**src/uictl_defs.svh**
```systemverilog
`ifndef UICTL_DEFS_SVH
`define UICTL_DEFS_SVH

// register byte addresses
`define UICTL_CTRL_ADDR 12'h000
`define UICTL_LINE_ADDR 12'h004
`define UICTL_IFLS_ADDR 12'h008
`define UICTL_IMSC_ADDR 12'h00C
`define UICTL_RIS_ADDR 12'h010
`define UICTL_MIS_ADDR 12'h014
`define UICTL_ICR_ADDR 12'h018
`define UICTL_DMACR_ADDR 12'h01C
`define UICTL_STAT_ADDR 12'h020

// control and line register fields
`define UICTL_CTRL_UNIT 0
`define UICTL_CTRL_TX 8
`define UICTL_CTRL_RX 9
`define UICTL_CTRL_RESET 16'h0300
`define UICTL_LINE_FIFO 4

// trigger level fields
`define UICTL_RXSEL_LO 3
`define UICTL_TXSEL_LO 0
`define UICTL_IFLS_RESET 16'h0012

// interrupt bit positions
`define UICTL_IRQ_OVERRUN 10
`define UICTL_IRQ_BREAK 9
`define UICTL_IRQ_PARITY 8
`define UICTL_IRQ_FRAMING 7
`define UICTL_IRQ_RXTO 6
`define UICTL_IRQ_TX 5
`define UICTL_IRQ_RX 4
`define UICTL_IRQ_MASK 16'h07FF

// dma control fields
`define UICTL_DMA_RX 0
`define UICTL_DMA_TX 1
`define UICTL_DMA_STOP_ERR 2

// fifo depth and transfer length of one character
`define UICTL_FIFO_DEPTH 5'd16
`define UICTL_CHAR_CYCLES 8'd160

`endif

```
**src/uictl_pkg.sv**
```systemverilog
package uictl_pkg;

	typedef struct packed {
		logic psel;
		logic penable;
		logic pwrite;
		logic [11:0] paddr;
		logic [31:0] pwdata;
	} uictl_apb_req_t;

	typedef struct packed {
		logic [31:0] prdata;
		logic pready;
		logic pslverr;
	} uictl_apb_rsp_t;

	// hardware event inputs, one pulse each
	typedef struct packed {
		logic overrun;
		logic brk;
		logic parity;
		logic framing;
		logic rx_timeout;
		logic [3:0] modem;
	} uictl_events_t;

	typedef enum logic [2:0] {
		UICTL_IDLE = 3'b001,
		UICTL_BUSY = 3'b010,
		UICTL_DRAIN = 3'b100
	} uictl_char_state_t;

endpackage : uictl_pkg

```
**src/uictl_char.sv**
```systemverilog
`timescale 1ns/1ps
`include "uictl_defs.svh"

// one character engine slot: runs a character while allowed,
// and once started always finishes it
module uictl_char (
	// clock and reset
	input wire logic sys_clk,
	input wire logic rst,
	// control
	input wire logic allow,
	input wire logic start,
	// status
	output logic busy,
	output logic done
);
	import uictl_pkg::*;

	typedef struct packed {
		uictl_char_state_t state;
		logic [7:0] count;
		logic done;
	} uictl_char_st_t;

	uictl_char_st_t st_reg;
	uictl_char_st_t st_next;

	always_comb begin
		st_next = st_reg;
		st_next.done = 1'b0;
		unique case (st_reg.state)
			UICTL_IDLE: begin
				if (allow && start) begin
					st_next.state = UICTL_BUSY;
					st_next.count = `UICTL_CHAR_CYCLES;
				end
			end
			UICTL_BUSY, UICTL_DRAIN: begin
				// finish even if enable dropped [RULE2]
				if (!allow)
					st_next.state = UICTL_DRAIN;
				if (st_reg.count == 8'd1) begin
					st_next.state = UICTL_IDLE;
					st_next.done = 1'b1;
				end
				st_next.count = st_reg.count - 8'd1;
			end
			default: st_next.state = UICTL_IDLE;
		endcase
	end

	always_ff @(posedge sys_clk) begin
		if (rst) begin
			st_reg.state <= UICTL_IDLE;
			st_reg.count <= 8'h00;
			st_reg.done <= 1'b0;
		end else begin
			st_reg <= st_next;
		end
	end

	assign busy = (st_reg.state != UICTL_IDLE);
	assign done = st_reg.done;

	// the last cycle of a character ends it anyway, so it is left out
	a_char_finish: assert property ( // [RULE2]
		@(posedge sys_clk) disable iff (rst)
		(st_reg.state == UICTL_BUSY && !allow &&
		st_reg.count != 8'd1) |=> busy)
		else $error("character aborted on disable");

endmodule : uictl_char

```
**src/uictl_top.sv**
```systemverilog
// Operation
// RULE1: tx/rx run only with unit enable too
// RULE2: disabling finishes the current character first
// RULE3: software reprograms only after disable and flush
// RULE4: level irqs fire on crossing, not level
// RULE5: trigger selects reset to half full
// RULE6: rx trigger bits 5:3, codes 0..4
// RULE7: tx trigger bits 2:0, codes 0..4
// RULE8: mask register reads back, writes set/clear
// RULE9: common bit positions across irq registers
// RULE10: mask clears to zero on reset
// RULE11: raw status read only, pre-mask
// RULE12: status clears on reset, modem bits aside
// RULE13: masked status is raw and mask
// RULE14: clear register write one clears
// RULE15: dma control read write, resets zero
// RULE16: error irq blocks rx dma requests
// RULE17: tx dma enable requests tx service
// RULE18: no hardware flow control gating
// RULE19: rx dma enable requests rx service
// RULE20: fifo off means one entry deep
// RULE21: combined irq is or of masked
//
// Chosen here: the APB slave port and the register addresses.
`timescale 1ns/1ps
`include "uictl_defs.svh"

module uictl_top (
	// clock and reset
	input wire logic sys_clk,
	input wire logic rst,
	// register bus
	input wire uictl_pkg::uictl_apb_req_t apb_req,
	output uictl_pkg::uictl_apb_rsp_t apb_rsp,
	// fifo fill levels, same clock
	input wire logic [4:0] tx_fill,
	input wire logic [4:0] rx_fill,
	// character start requests from the shift engines
	input wire logic tx_start,
	input wire logic rx_start,
	// error and modem events
	input wire uictl_pkg::uictl_events_t events,
	// control outputs
	output logic tx_active,
	output logic rx_active,
	output logic fifo_on,
	output logic irq,
	output logic tx_dma_single_req,
	output logic rx_dma_single_req,
	output logic rx_dma_burst_req
);
	import uictl_pkg::*;

	// trigger threshold in entries for a select code
	function automatic logic [4:0] lvl(input logic [2:0] sel);
		unique case (sel)
			3'd0: lvl = 5'd2;
			3'd1: lvl = 5'd4;
			3'd2: lvl = 5'd8;
			3'd3: lvl = 5'd12;
			default: lvl = 5'd14;
		endcase
	endfunction : lvl

	function automatic logic is_addr(input logic [11:0] a,
		input logic [11:0] b);
		is_addr = (a == b);
	endfunction : is_addr

	typedef struct packed {
		logic [15:0] ctrl;
		logic [15:0] line;
		logic [15:0] ifls;
		logic [15:0] imsc;
		logic [15:0] ris;
		logic [15:0] dmacr;
		logic [4:0] tx_fill_d;
		logic [4:0] rx_fill_d;
		logic [31:0] prdata;
		logic pready;
		logic pslverr;
		logic tx_active;
		logic rx_active;
		logic fifo_on;
		logic irq;
		logic tx_dreq;
		logic rx_sreq;
		logic rx_breq;
	} uictl_st_t;

	uictl_st_t st_reg;
	uictl_st_t st_next;

	logic tx_allow;
	logic rx_allow;
	logic tx_busy;
	logic rx_busy;
	logic tx_done;
	logic rx_done;
	logic [3:0] mdm0_reg;
	logic [3:0] mdm1_reg;

	////////////////////////////////////////////////////////////////
	// character engines

	assign tx_allow = st_reg.ctrl[`UICTL_CTRL_TX] &&
		st_reg.ctrl[`UICTL_CTRL_UNIT]; // [RULE1]
	assign rx_allow = st_reg.ctrl[`UICTL_CTRL_RX] &&
		st_reg.ctrl[`UICTL_CTRL_UNIT]; // [RULE1]

	uictl_char u_tx (
		.sys_clk(sys_clk),
		.rst(rst),
		.allow(tx_allow),
		.start(tx_start),
		.busy(tx_busy),
		.done(tx_done)
	);

	uictl_char u_rx (
		.sys_clk(sys_clk),
		.rst(rst),
		.allow(rx_allow),
		.start(rx_start),
		.busy(rx_busy),
		.done(rx_done)
	);

	// modem events come from pins: synchronise before use
	always_ff @(posedge sys_clk) begin
		if (rst) begin
			mdm0_reg <= 4'h0;
			mdm1_reg <= 4'h0;
		end else begin
			// only the second stage feeds the status logic
			mdm0_reg <= events.modem;
			mdm1_reg <= mdm0_reg;
		end
	end

	////////////////////////////////////////////////////////////////
	// next state

	logic setup;
	logic access;
	logic wr;
	logic [11:0] a;
	logic [15:0] wd;
	logic [15:0] set_bits;
	logic [15:0] clr_bits;
	logic [15:0] mis;
	logic [4:0] tx_lvl;
	logic [4:0] rx_lvl;
	logic tx_cross;
	logic rx_cross;
	logic rx_err;
	logic hit;

	always_comb begin
		st_next = st_reg;
		setup = apb_req.psel && !apb_req.penable;
		access = apb_req.psel && apb_req.penable && st_reg.pready;
		wr = access && apb_req.pwrite;
		a = apb_req.paddr;
		wd = apb_req.pwdata[15:0];
		tx_lvl = lvl(st_reg.ifls[`UICTL_TXSEL_LO +: 3]); // [RULE7]
		rx_lvl = lvl(st_reg.ifls[`UICTL_RXSEL_LO +: 3]); // [RULE6]
		// edge through the level, not the level itself [RULE4]
		tx_cross = (st_reg.tx_fill_d > tx_lvl) && (tx_fill <= tx_lvl);
		rx_cross = (st_reg.rx_fill_d < rx_lvl) && (rx_fill >= rx_lvl);
		set_bits = 16'h0000;
		set_bits[`UICTL_IRQ_OVERRUN] = events.overrun; // [RULE9]
		set_bits[`UICTL_IRQ_BREAK] = events.brk;
		set_bits[`UICTL_IRQ_PARITY] = events.parity;
		set_bits[`UICTL_IRQ_FRAMING] = events.framing;
		set_bits[`UICTL_IRQ_RXTO] = events.rx_timeout;
		set_bits[`UICTL_IRQ_TX] = tx_cross;
		set_bits[`UICTL_IRQ_RX] = rx_cross;
		set_bits[3:0] = mdm1_reg;
		clr_bits = 16'h0000;
		if (wr && is_addr(a, `UICTL_ICR_ADDR))
			clr_bits = wd & `UICTL_IRQ_MASK; // [RULE14]
		// new event beats a clear in the same cycle
		st_next.ris = ((st_reg.ris & ~clr_bits) | set_bits) &
			`UICTL_IRQ_MASK;
		st_next.tx_fill_d = tx_fill;
		st_next.rx_fill_d = rx_fill;
		st_next.pready = setup;
		st_next.pslverr = 1'b0;
		st_next.prdata = 32'h0000_0000;
		mis = st_next.ris & st_reg.imsc; // [RULE13]
		hit = 1'b1;
		if (setup) begin
			// answer computed in setup, returned in access
			unique case (a)
				`UICTL_CTRL_ADDR: st_next.prdata[15:0] = st_reg.ctrl;
				`UICTL_LINE_ADDR: st_next.prdata[15:0] = st_reg.line;
				`UICTL_IFLS_ADDR: st_next.prdata[15:0] = st_reg.ifls;
				`UICTL_IMSC_ADDR: st_next.prdata[15:0] = st_reg.imsc; // [RULE8]
				`UICTL_RIS_ADDR: st_next.prdata[15:0] = st_reg.ris; // [RULE11]
				`UICTL_MIS_ADDR: st_next.prdata[15:0] =
					st_reg.ris & st_reg.imsc; // [RULE13]
				`UICTL_ICR_ADDR: st_next.prdata = 32'h0000_0000;
				`UICTL_DMACR_ADDR: st_next.prdata[15:0] = st_reg.dmacr;
				`UICTL_STAT_ADDR: st_next.prdata[1:0] = {rx_busy, tx_busy};
				default: hit = 1'b0;
			endcase
			st_next.pslverr = !hit;
		end
		if (wr) begin
			// status views ignore writes [RULE11] [RULE13]
			if (is_addr(a, `UICTL_CTRL_ADDR))
				st_next.ctrl = wd & 16'h0301;
			if (is_addr(a, `UICTL_LINE_ADDR))
				st_next.line = wd & 16'h00FF;
			if (is_addr(a, `UICTL_IFLS_ADDR))
				st_next.ifls = wd & 16'h003F;
			if (is_addr(a, `UICTL_IMSC_ADDR))
				st_next.imsc = wd & `UICTL_IRQ_MASK; // [RULE8]
			if (is_addr(a, `UICTL_DMACR_ADDR))
				st_next.dmacr = wd & 16'h0007; // [RULE15]
		end
		// no flow-control gating exists on tx [RULE18]
		st_next.tx_active = tx_busy;
		st_next.rx_active = rx_busy;
		st_next.fifo_on = st_reg.line[`UICTL_LINE_FIFO]; // [RULE20]
		st_next.irq = |mis; // [RULE21]
		rx_err = |st_next.ris[`UICTL_IRQ_OVERRUN:`UICTL_IRQ_FRAMING];
		st_next.tx_dreq = st_reg.dmacr[`UICTL_DMA_TX] &&
			(tx_fill < `UICTL_FIFO_DEPTH); // [RULE17]
		st_next.rx_sreq = st_reg.dmacr[`UICTL_DMA_RX] &&
			(rx_fill != 5'd0) &&
			!(st_reg.dmacr[`UICTL_DMA_STOP_ERR] && rx_err); // [RULE19] [RULE16]
		// burst only meaningful with buffering active
		st_next.rx_breq = st_reg.dmacr[`UICTL_DMA_RX] &&
			st_reg.line[`UICTL_LINE_FIFO] && (rx_fill >= rx_lvl) &&
			!(st_reg.dmacr[`UICTL_DMA_STOP_ERR] && rx_err); // [RULE16]
	end

	////////////////////////////////////////////////////////////////
	// state register

	always_ff @(posedge sys_clk) begin
		if (rst) begin
			st_reg <= '0;
			st_reg.ctrl <= `UICTL_CTRL_RESET;
			st_reg.ifls <= `UICTL_IFLS_RESET; // [RULE5]
			st_reg.imsc <= 16'h0000; // [RULE10]
			st_reg.ris <= 16'h0000; // [RULE12]
			st_reg.dmacr <= 16'h0000; // [RULE15]
		end else begin
			st_reg <= st_next;
		end
	end

	////////////////////////////////////////////////////////////////
	// outputs

	assign apb_rsp.prdata = st_reg.prdata;
	assign apb_rsp.pready = st_reg.pready;
	assign apb_rsp.pslverr = st_reg.pslverr;
	assign tx_active = st_reg.tx_active;
	assign rx_active = st_reg.rx_active;
	assign fifo_on = st_reg.fifo_on;
	assign irq = st_reg.irq;
	assign tx_dma_single_req = st_reg.tx_dreq;
	assign rx_dma_single_req = st_reg.rx_sreq;
	assign rx_dma_burst_req = st_reg.rx_breq;

	////////////////////////////////////////////////////////////////
	// checks

	a_tx_gate: assert property ( // [RULE1]
		@(posedge sys_clk) disable iff (rst)
		(!tx_busy && !tx_allow) |=> !tx_busy)
		else $error("tx started while disabled");

	a_rx_gate: assert property ( // [RULE1]
		@(posedge sys_clk) disable iff (rst)
		(!rx_busy && !rx_allow) |=> !rx_busy)
		else $error("rx started while disabled");

	a_cross_set: assert property ( // [RULE4]
		@(posedge sys_clk) disable iff (rst)
		tx_cross |=> st_reg.ris[`UICTL_IRQ_TX])
		else $error("tx level crossing not flagged");

	a_rx_cross: assert property ( // [RULE4]
		@(posedge sys_clk) disable iff (rst)
		rx_cross |=> st_reg.ris[`UICTL_IRQ_RX])
		else $error("rx level crossing not flagged");

	a_no_level: assert property ( // [RULE4]
		@(posedge sys_clk) disable iff (rst)
		($stable(tx_fill) && !st_reg.ris[`UICTL_IRQ_TX] &&
		st_reg.tx_fill_d == tx_fill) |=> !st_reg.ris[`UICTL_IRQ_TX])
		else $error("tx level irq without crossing");

	a_mask_rd: assert property ( // [RULE8]
		@(posedge sys_clk) disable iff (rst)
		(setup && apb_req.paddr == `UICTL_IMSC_ADDR) |=>
		apb_rsp.prdata[15:0] == $past(st_reg.imsc))
		else $error("mask readback wrong");

	a_clr_one: assert property ( // [RULE14]
		@(posedge sys_clk) disable iff (rst)
		(wr && a == `UICTL_ICR_ADDR && wd[`UICTL_IRQ_PARITY] &&
		!events.parity) |=> !st_reg.ris[`UICTL_IRQ_PARITY])
		else $error("clear did not clear");

	a_clr_keep: assert property ( // [RULE14]
		@(posedge sys_clk) disable iff (rst)
		(wr && a == `UICTL_ICR_ADDR && !wd[`UICTL_IRQ_OVERRUN] &&
		st_reg.ris[`UICTL_IRQ_OVERRUN]) |=>
		st_reg.ris[`UICTL_IRQ_OVERRUN])
		else $error("zero write cleared a flag");

	a_set_wins: assert property ( // [RULE9]
		@(posedge sys_clk) disable iff (rst)
		events.overrun |=> st_reg.ris[`UICTL_IRQ_OVERRUN])
		else $error("overrun event lost");

	a_modem_pos: assert property ( // [RULE9]
		@(posedge sys_clk) disable iff (rst)
		mdm1_reg[0] |=> st_reg.ris[0])
		else $error("modem event in wrong bit");

	a_ris_ro: assert property ( // [RULE11]
		@(posedge sys_clk) disable iff (rst)
		(wr && a == `UICTL_RIS_ADDR && set_bits == 16'h0000) |=>
		st_reg.ris == $past(st_reg.ris))
		else $error("raw status changed by write");

	a_mis_rd: assert property ( // [RULE13]
		@(posedge sys_clk) disable iff (rst)
		(setup && apb_req.paddr == `UICTL_MIS_ADDR) |=>
		apb_rsp.prdata[15:0] == ($past(st_reg.ris) & $past(st_reg.imsc)))
		else $error("masked status readback wrong");

	a_irq_or: assert property ( // [RULE21]
		@(posedge sys_clk) disable iff (rst)
		##1 irq == |($past(st_next.ris) & $past(st_reg.imsc)))
		else $error("irq not or of masked");

	a_dma_err: assert property ( // [RULE16]
		@(posedge sys_clk) disable iff (rst)
		(st_reg.dmacr[`UICTL_DMA_STOP_ERR] && rx_err) |=>
		!rx_dma_single_req && !rx_dma_burst_req)
		else $error("rx dma during error");

	a_tx_dma: assert property ( // [RULE17]
		@(posedge sys_clk) disable iff (rst)
		!st_reg.dmacr[`UICTL_DMA_TX] |=> !tx_dma_single_req)
		else $error("tx dma while off");

	a_rx_dma: assert property ( // [RULE19]
		@(posedge sys_clk) disable iff (rst)
		!st_reg.dmacr[`UICTL_DMA_RX] |=>
		!rx_dma_single_req && !rx_dma_burst_req)
		else $error("rx dma while off");

	a_fifo_copy: assert property ( // [RULE20]
		@(posedge sys_clk) disable iff (rst)
		1'b1 |=> fifo_on == $past(st_reg.line[`UICTL_LINE_FIFO]))
		else $error("fifo enable output stale");

endmodule : uictl_top
```
**config.mk**
```make
export PLATFORM = sky130hd
export DESIGN_NAME = uictl_top
export DESIGN_NICKNAME = d
export VERILOG_FILES = /design/src/uictl_pkg.sv /design/src/uictl_char.sv /design/src/uictl_top.sv
export VERILOG_INCLUDE_DIRS = /design/src
export SDC_FILE = /design/constraint.sdc
export NUM_CORES = 1
export LEC_CHECK = 0
export BUFFER_PORTS_ARGS = -buffer_cell sky130_fd_sc_hd__buf_4
export CAP_MARGIN = 20
export CORE_MARGIN = 3
export CORE_UTILIZATION = 49
export CTS_CLUSTER_DIAMETER = 150
export DETAILED_ROUTE_END_ITERATION = 10
export GPL_ROUTABILITY_DRIVEN = 0
export HOLD_SLACK_MARGIN = 0.03
export PLACE_DENSITY = 0.77
export SLEW_MARGIN = 40
export SYNTH_ARGS = -nofsm -noshare
export SYNTH_HDL_FRONTEND = slang
export SYNTH_SLANG_ARGS = --single-unit
```
**constraint.sdc**
```tcl
create_clock -name sys_clk -period 2.56 [get_ports sys_clk]
set_input_delay 0.64 -clock sys_clk [delete_from_list [all_inputs] [get_ports sys_clk]]
set_output_delay 0.64 -clock sys_clk [all_outputs]
set_load 0.005 [all_outputs]
```
==> results of run 1 <==
==> cells by family (layout without fill, tap and decap cells) <==
kind of cell | count (synthesis) | in the layout | share of synthesized area, %
and+or+nand+nor | 205 | 205 | 22.91
AOI/OAI and AO/OA | 127 | 127 | 17.75
DFF | 101 | 101 | 42.75
buffers and inverters | 79 | 145 | 9.259
adders and majority gates | 15 | 15 | 3.968
muxes | 10 | 10 | 2.169
xor gates and xnor gates | 6 | 6 | 1.111
other | 1 | 21 | 0.07929
==> through the flow <==
stage	power, mW	hold slack, ps
2_1_floorplan	1.755	413.8
3_3_place_gp	1.835	416.3
3_5_place_dp	1.842	423.9
4_1_cts	2.730	441.1
5_1_grt	2.821	453.7
6_report	2.705	440.7
==> Yosys cell counts, drive strengths merged, types with 5 or more instances <==
cell     count  area [µm²]
clkbuf      16       60.06
inv         24       90.09
nor2        49       183.9
ha          15       187.7
a21oi       47       239.0
nor2b       21       131.4
nor3         9       61.31
nand4        5       31.28
o2bb2ai      8       70.07
buf         39       287.8
or4          6       52.55
o21ai       17       85.08
or3          5       31.28
mux2i        8       80.08
nand2       70       262.8
dfxtp      101        2022
a21boi      11       82.58
nand2b       7       43.79
nand3        8       40.04
a31oi        9       56.30
==> worst max path at each step <==
stage | to | cells past startpoint
after floorplan | irq | 6
after global placement | irq | 8
after detailed placement | irq | 8
after CTS | irq | 8
after global routing | irq | 8
final | irq | 8
==> final cells by class <==
cell class              count  area [µm²]
clock buffers              13       148.9
clock inverters             3       21.27
fillers                   813        3726
inverters                  24       90.09
multi-input cells         384        2345
flip-flops and latches    101        2022
well taps                 129       161.4
repair buffers            105       813.3
==> layer usage <==
layer,up-vias,track usage (%),part of all wire (%),wire length [µm]
met1,1882,26.52,43,4795
met2,146,33.05,48,5319
met4,0,6.743,1.9,216
met5,-,0,0,0
met3,23,5.338,6.9,761
li1,1998,-,-,-
==> power breakdown <==
group	switching, mW	leakage [nW]	internal, mW	total, mW
clock network	0.517	0.0836	0.382	0.899
logic	0.104	1.31	0.0955	0.199
registers	0.0116	0.821	1.60	1.61
total	0.632	2.22	2.07	2.71
==> impl_metrics.env, run 1 <==
export IMPL_outcome="finished clean"
export IMPL_syn_area_per_cell_um2=8.694
export IMPL_worstReg2RegEnd="irq"
export IMPL_drtAntennaViolNets=0
export IMPL_antenna_found_initial=0
export IMPL_instances_no_fill=759
export IMPL_core_area_um2=9328
export IMPL_leakage_nw=2.215
export IMPL_p_per_area_nw_per_um2=483.0
export IMPL_portBuffers=68
export IMPL_grt_pass1_wl_um=18310
export IMPL_design_area_um2=5602
export IMPL_vias_per_cell=5.335
export IMPL_syn_to_final_growth_pct=18.44
export IMPL_drive_gt1_share_pct=21.11
export IMPL_io_pins=111
export IMPL_whs_endpoint="mdm1_reg[2]"
export IMPL_grt_pass1_vias=3864
export IMPL_synth_seq_area_share_pct=42.75
export IMPL_firstDrtPassIters=5
export IMPL_synth_edf_count=0
export IMPL_maxCapViolations=0
export IMPL_drc=0
export IMPL_gr_usage_all_layers_pct=20.40
export IMPL_tns_ps=0
export IMPL_slowest_delay_ps=550
export IMPL_worstMarginPinSlew_ps=532.8
export IMPL_cts_setup_buffers=0
export IMPL_yosys_most_used_dff="dfxtp_1"
export IMPL_clock_sinks=101
export IMPL_routed_wl_um=11090
export IMPL_place_hpwl_um=8359
export IMPL_crit_fanout=14
export IMPL_period_share_pct=95.19
export IMPL_hold_depth=1
export IMPL_wl_per_cell_um=14.62
export IMPL_yosysUniqueCellTypes=64
export IMPL_num_vias=4049
export IMPL_ir_drop_v=0.0003041
export IMPL_dpl_cell_area_um2=5431
export IMPL_cp_cell_sequence="buf_4 > or4_4 > nor4_4 > buf_12 > a21boi_1 > a2111oi_2 > o2111a_1 > a41oi_1"
export IMPL_place_inst=743
export IMPL_setup_viol=0
export IMPL_async_reset_ff_share_pct=0
export IMPL_cts_repair_resized=0
export IMPL_yosys_register_bits=101
export IMPL_clk_pin_slew_ps=90
export IMPL_yosysWarnings=0
export IMPL_antenna_cells=0
export IMPL_pre_cts_slack_ps=-272.6
export IMPL_die_x_um=104.2
export IMPL_die_y_um=104.2
export IMPL_fmax_ghz=0.4104
export IMPL_final_cell_mix="103 x buf_4, 101 x dfxtp_1, 70 x nand2_1"
export IMPL_synthesis_area_um2=4730
export IMPL_largest_reg_flops=50
export IMPL_cts_hold_buf=0
export IMPL_utilization_pct=60.05
export IMPL_rsz0062_at_grt="false"
export IMPL_dieArea_um2=10870
export IMPL_slowest_stage="or4_4"
export IMPL_rows=35
export IMPL_critical_path_buf_inv_count=2
export IMPL_r2r_start="st_reg[104]"
export IMPL_fin_skew_ps=8.338
export IMPL_crit_start="apb_req[41]"
export IMPL_clockBufferDepth=2
export IMPL_period_minus_slack_ps=2437
export IMPL_critPathArrivalTime_ps=2670
export IMPL_setup_slack_ps=123.1
export IMPL_reg2reg_depth=8
export IMPL_grt_start_max_net_pins=46
export IMPL_holdCritStartpoint="mdm0_reg[2]"
export IMPL_hold_class="flop to flop"
export IMPL_first_iter_violations=223
export IMPL_fin_nets=710
export IMPL_cts_tree="built"
export IMPL_startpoint_type="input pin"
export IMPL_cp_required_ps=2790
export IMPL_grt_overflow=0
export IMPL_critPathKind="input pin to flop"
export IMPL_finalHoldViolCount=0
export IMPL_ff2ff_setup_slack_ps=530
export IMPL_maxSlewViolCount=0
export IMPL_cts_buffers=9
export IMPL_final_common_cell="buf_4"
export IMPL_initial_core_util_pct=50.70
export IMPL_cts_max_level=3
export IMPL_cts_root_buffer="clkbuf_8"
export IMPL_insertion_delay_ps=360
export IMPL_critPathTopFamily="simple AND/OR/NAND/NOR gates"
export IMPL_relSlewSlack_pct=63.98
export IMPL_end_kind="flop"
export IMPL_syn_inst=544
Power figures use the tool's default switching activity.
==> run 2, diff against run 1 <==
BUFFER_PORTS_ARGS = unset   (was -buffer_cell sky130_fd_sc_hd__buf_4)
CORE_UTILIZATION = 57   (was 49)
DONT_BUFFER_PORTS = 1   (was unset)
PLACE_DENSITY = 0.75   (was 0.77)
==> run 2 against run 1 <==
  * Die area down 13%
  * Wire length decreased by 5.5%
  * Worst hold slack got worse by 110 ps
  * First-iteration DRC count up 17%
  * Critical path type unchanged
  * Non-clock buffer count down 78
  * Clock power is 20% higher
==> impl_metrics.env, run 2 (synthesis results as in run 1) <==
export IMPL_outcome="finished clean"
export IMPL_cts_setup_buffers=0
export IMPL_place_inst=638
export IMPL_cp_cell_sequence="or4_4 > nor4_4 > buf_12 > a21boi_1 > a2111oi_2 > o2111a_1 > a41oi_1"
export IMPL_reg2reg_depth=8
export IMPL_period_minus_slack_ps=2330
export IMPL_holdCritStartpoint="tx_fill[4]"
export IMPL_die_y_um=97.09
export IMPL_maxCapViolations=0
export IMPL_die_x_um=97.09
export IMPL_grt_pass1_vias=3537
export IMPL_fin_nets=632
export IMPL_num_vias=3805
export IMPL_total_power_mw=2.768
export IMPL_relSlewSlack_pct=64.74
export IMPL_largest_reg_flops=50
export IMPL_place_hpwl_um=7593
export IMPL_leakage_nw=1.841
export IMPL_cts_max_level=3
export IMPL_cts_hold_buf=0
export IMPL_clkPwrFrac_pct=39.0
export IMPL_drc=0
export IMPL_slowest_delay_ps=560
export IMPL_critical_path_buf_inv_count=1
export IMPL_end_kind="flop"
export IMPL_wl_met2_um=4671
export IMPL_cp_required_ps=2800
export IMPL_finalHoldViolCount=0
export IMPL_final_cell_mix="101 x dfxtp_1, 70 x nand2_1, 49 x nor2_1"
export IMPL_instances_no_fill=653
export IMPL_maxSlewViolCount=0
export IMPL_wl_per_cell_um=16.05
export IMPL_pre_cts_slack_ps=-131.9
export IMPL_syn_to_final_growth_pct=5.979
export IMPL_firstDrtPassIters=5
export IMPL_tns_ps=0
export IMPL_drive_gt1_share_pct=10.34
export IMPL_io_pins=111
export IMPL_critPathKind="input pin to flop"
export IMPL_grt_pass1_wl_um=17020
export IMPL_core_area_um2=7888
export IMPL_seqPwrFrac_pct=58.1
export IMPL_met1Wirelength_um=4531
export IMPL_fin_skew_ps=7.867
export IMPL_crit_start="apb_req[41]"
export IMPL_critPathTopFamily="simple AND/OR/NAND/NOR gates"
export IMPL_r2r_start="st_reg[104]"
export IMPL_fmax_ghz=0.4292
export IMPL_critPathArrivalTime_ps=2570
export IMPL_clockBufferDepth=2
export IMPL_grt_overflow=0
export IMPL_utilization_pct=63.55
export IMPL_setup_slack_ps=230.0
export IMPL_cts_tree="built"
export IMPL_p_per_area_nw_per_um2=552.3
export IMPL_dieArea_um2=9426
export IMPL_vias_per_cell=5.827
export IMPL_period_share_pct=91.02
export IMPL_antenna_found_initial=0
export IMPL_hold_class="input pin to flop"
export IMPL_startpoint_type="input pin"
export IMPL_cts_root_buffer="clkbuf_8"
export IMPL_ff2ff_setup_slack_ps=540
export IMPL_power_frac_comb_pct=2.9
export IMPL_whs_endpoint="tx_dma_single_req"
export IMPL_met3_length_um=1077
export IMPL_ir_drop_v=0.0003435
export IMPL_portBuffers=0
export IMPL_antenna_cells=0
export IMPL_rsz0062_at_grt="false"
export IMPL_cts_repair_resized=0
export IMPL_drtAntennaViolNets=0
export IMPL_highest_signal_layer="met4"
export IMPL_worstReg2RegEnd="irq"
export IMPL_clk_pin_slew_ps=100
export IMPL_crit_fanout=13
export IMPL_routed_wl_um=10480
export IMPL_rows=32
export IMPL_cts_buffers=9
export IMPL_grt_start_max_net_pins=89
export IMPL_netSwitchingFraction_pct=21.33
export IMPL_p_int_mw=2.178
export IMPL_hold_depth=1
export IMPL_initial_core_util_pct=59.96
export IMPL_gr_usage_all_layers_pct=21.95
export IMPL_setup_viol=0
export IMPL_slowest_stage="or4_4"
export IMPL_first_iter_violations=262
export IMPL_power_switching_mw=0.5905
export IMPL_worstMarginPinSlew_ps=521.5
export IMPL_final_common_cell="dfxtp_1"
export IMPL_clock_sinks=101
export IMPL_insertion_delay_ps=360
==> run 2: power by group through the flow <==
stage | combinational [mW] | clock [mW] | sequential [mW]
6_report | 0.0811 | 1.08 | 1.61
5_1_grt | 0.0930 | 1.15 | 1.61
4_1_cts | 0.0806 | 1.10 | 1.61
3_5_place_dp | 0.0803 | 0 | 1.64
3_3_place_gp | 0.0771 | 0 | 1.64
2_1_floorplan | 0.115 | 0 | 1.64
==> run 2: stage by stage <==
stage	hold WS (ps)	instance area [µm²]
final	332.3	5012
after global routing	313.8	5012
after CTS	315.2	5012
after detailed placement	424.5	4800
after global placement	418.3	4800
after floorplan	413.8	4805
==> run 2: worst max path at each step <==
stage	endpoint	slack [ps]	depth (start not counted)
2_1_floorplan	irq	2	6
3_3_place_gp	irq	-90	7
3_5_place_dp	irq	-130	7
4_1_cts	irq	240	7
5_1_grt	irq	140	7
6_report	irq	230	7
==> run 2: final cells by class <==
class                   count  area [µm²]
fillers                   654        2875
multi-input cells         384        2345
flip-flops and latches    101        2022
repair buffers             27       215.2
well taps                 102       127.6
clock buffers               9       123.9
inverters                  24       90.09
clock inverters             6       88.84
==> run 2: layer usage <==
layer  track usage [%]  vias to the layer above
met1             28.23                     1772
li1                  -                     1842
met4             6.479                        0
met2             34.98                      170
met5                 0                        -
met3             7.538                       21
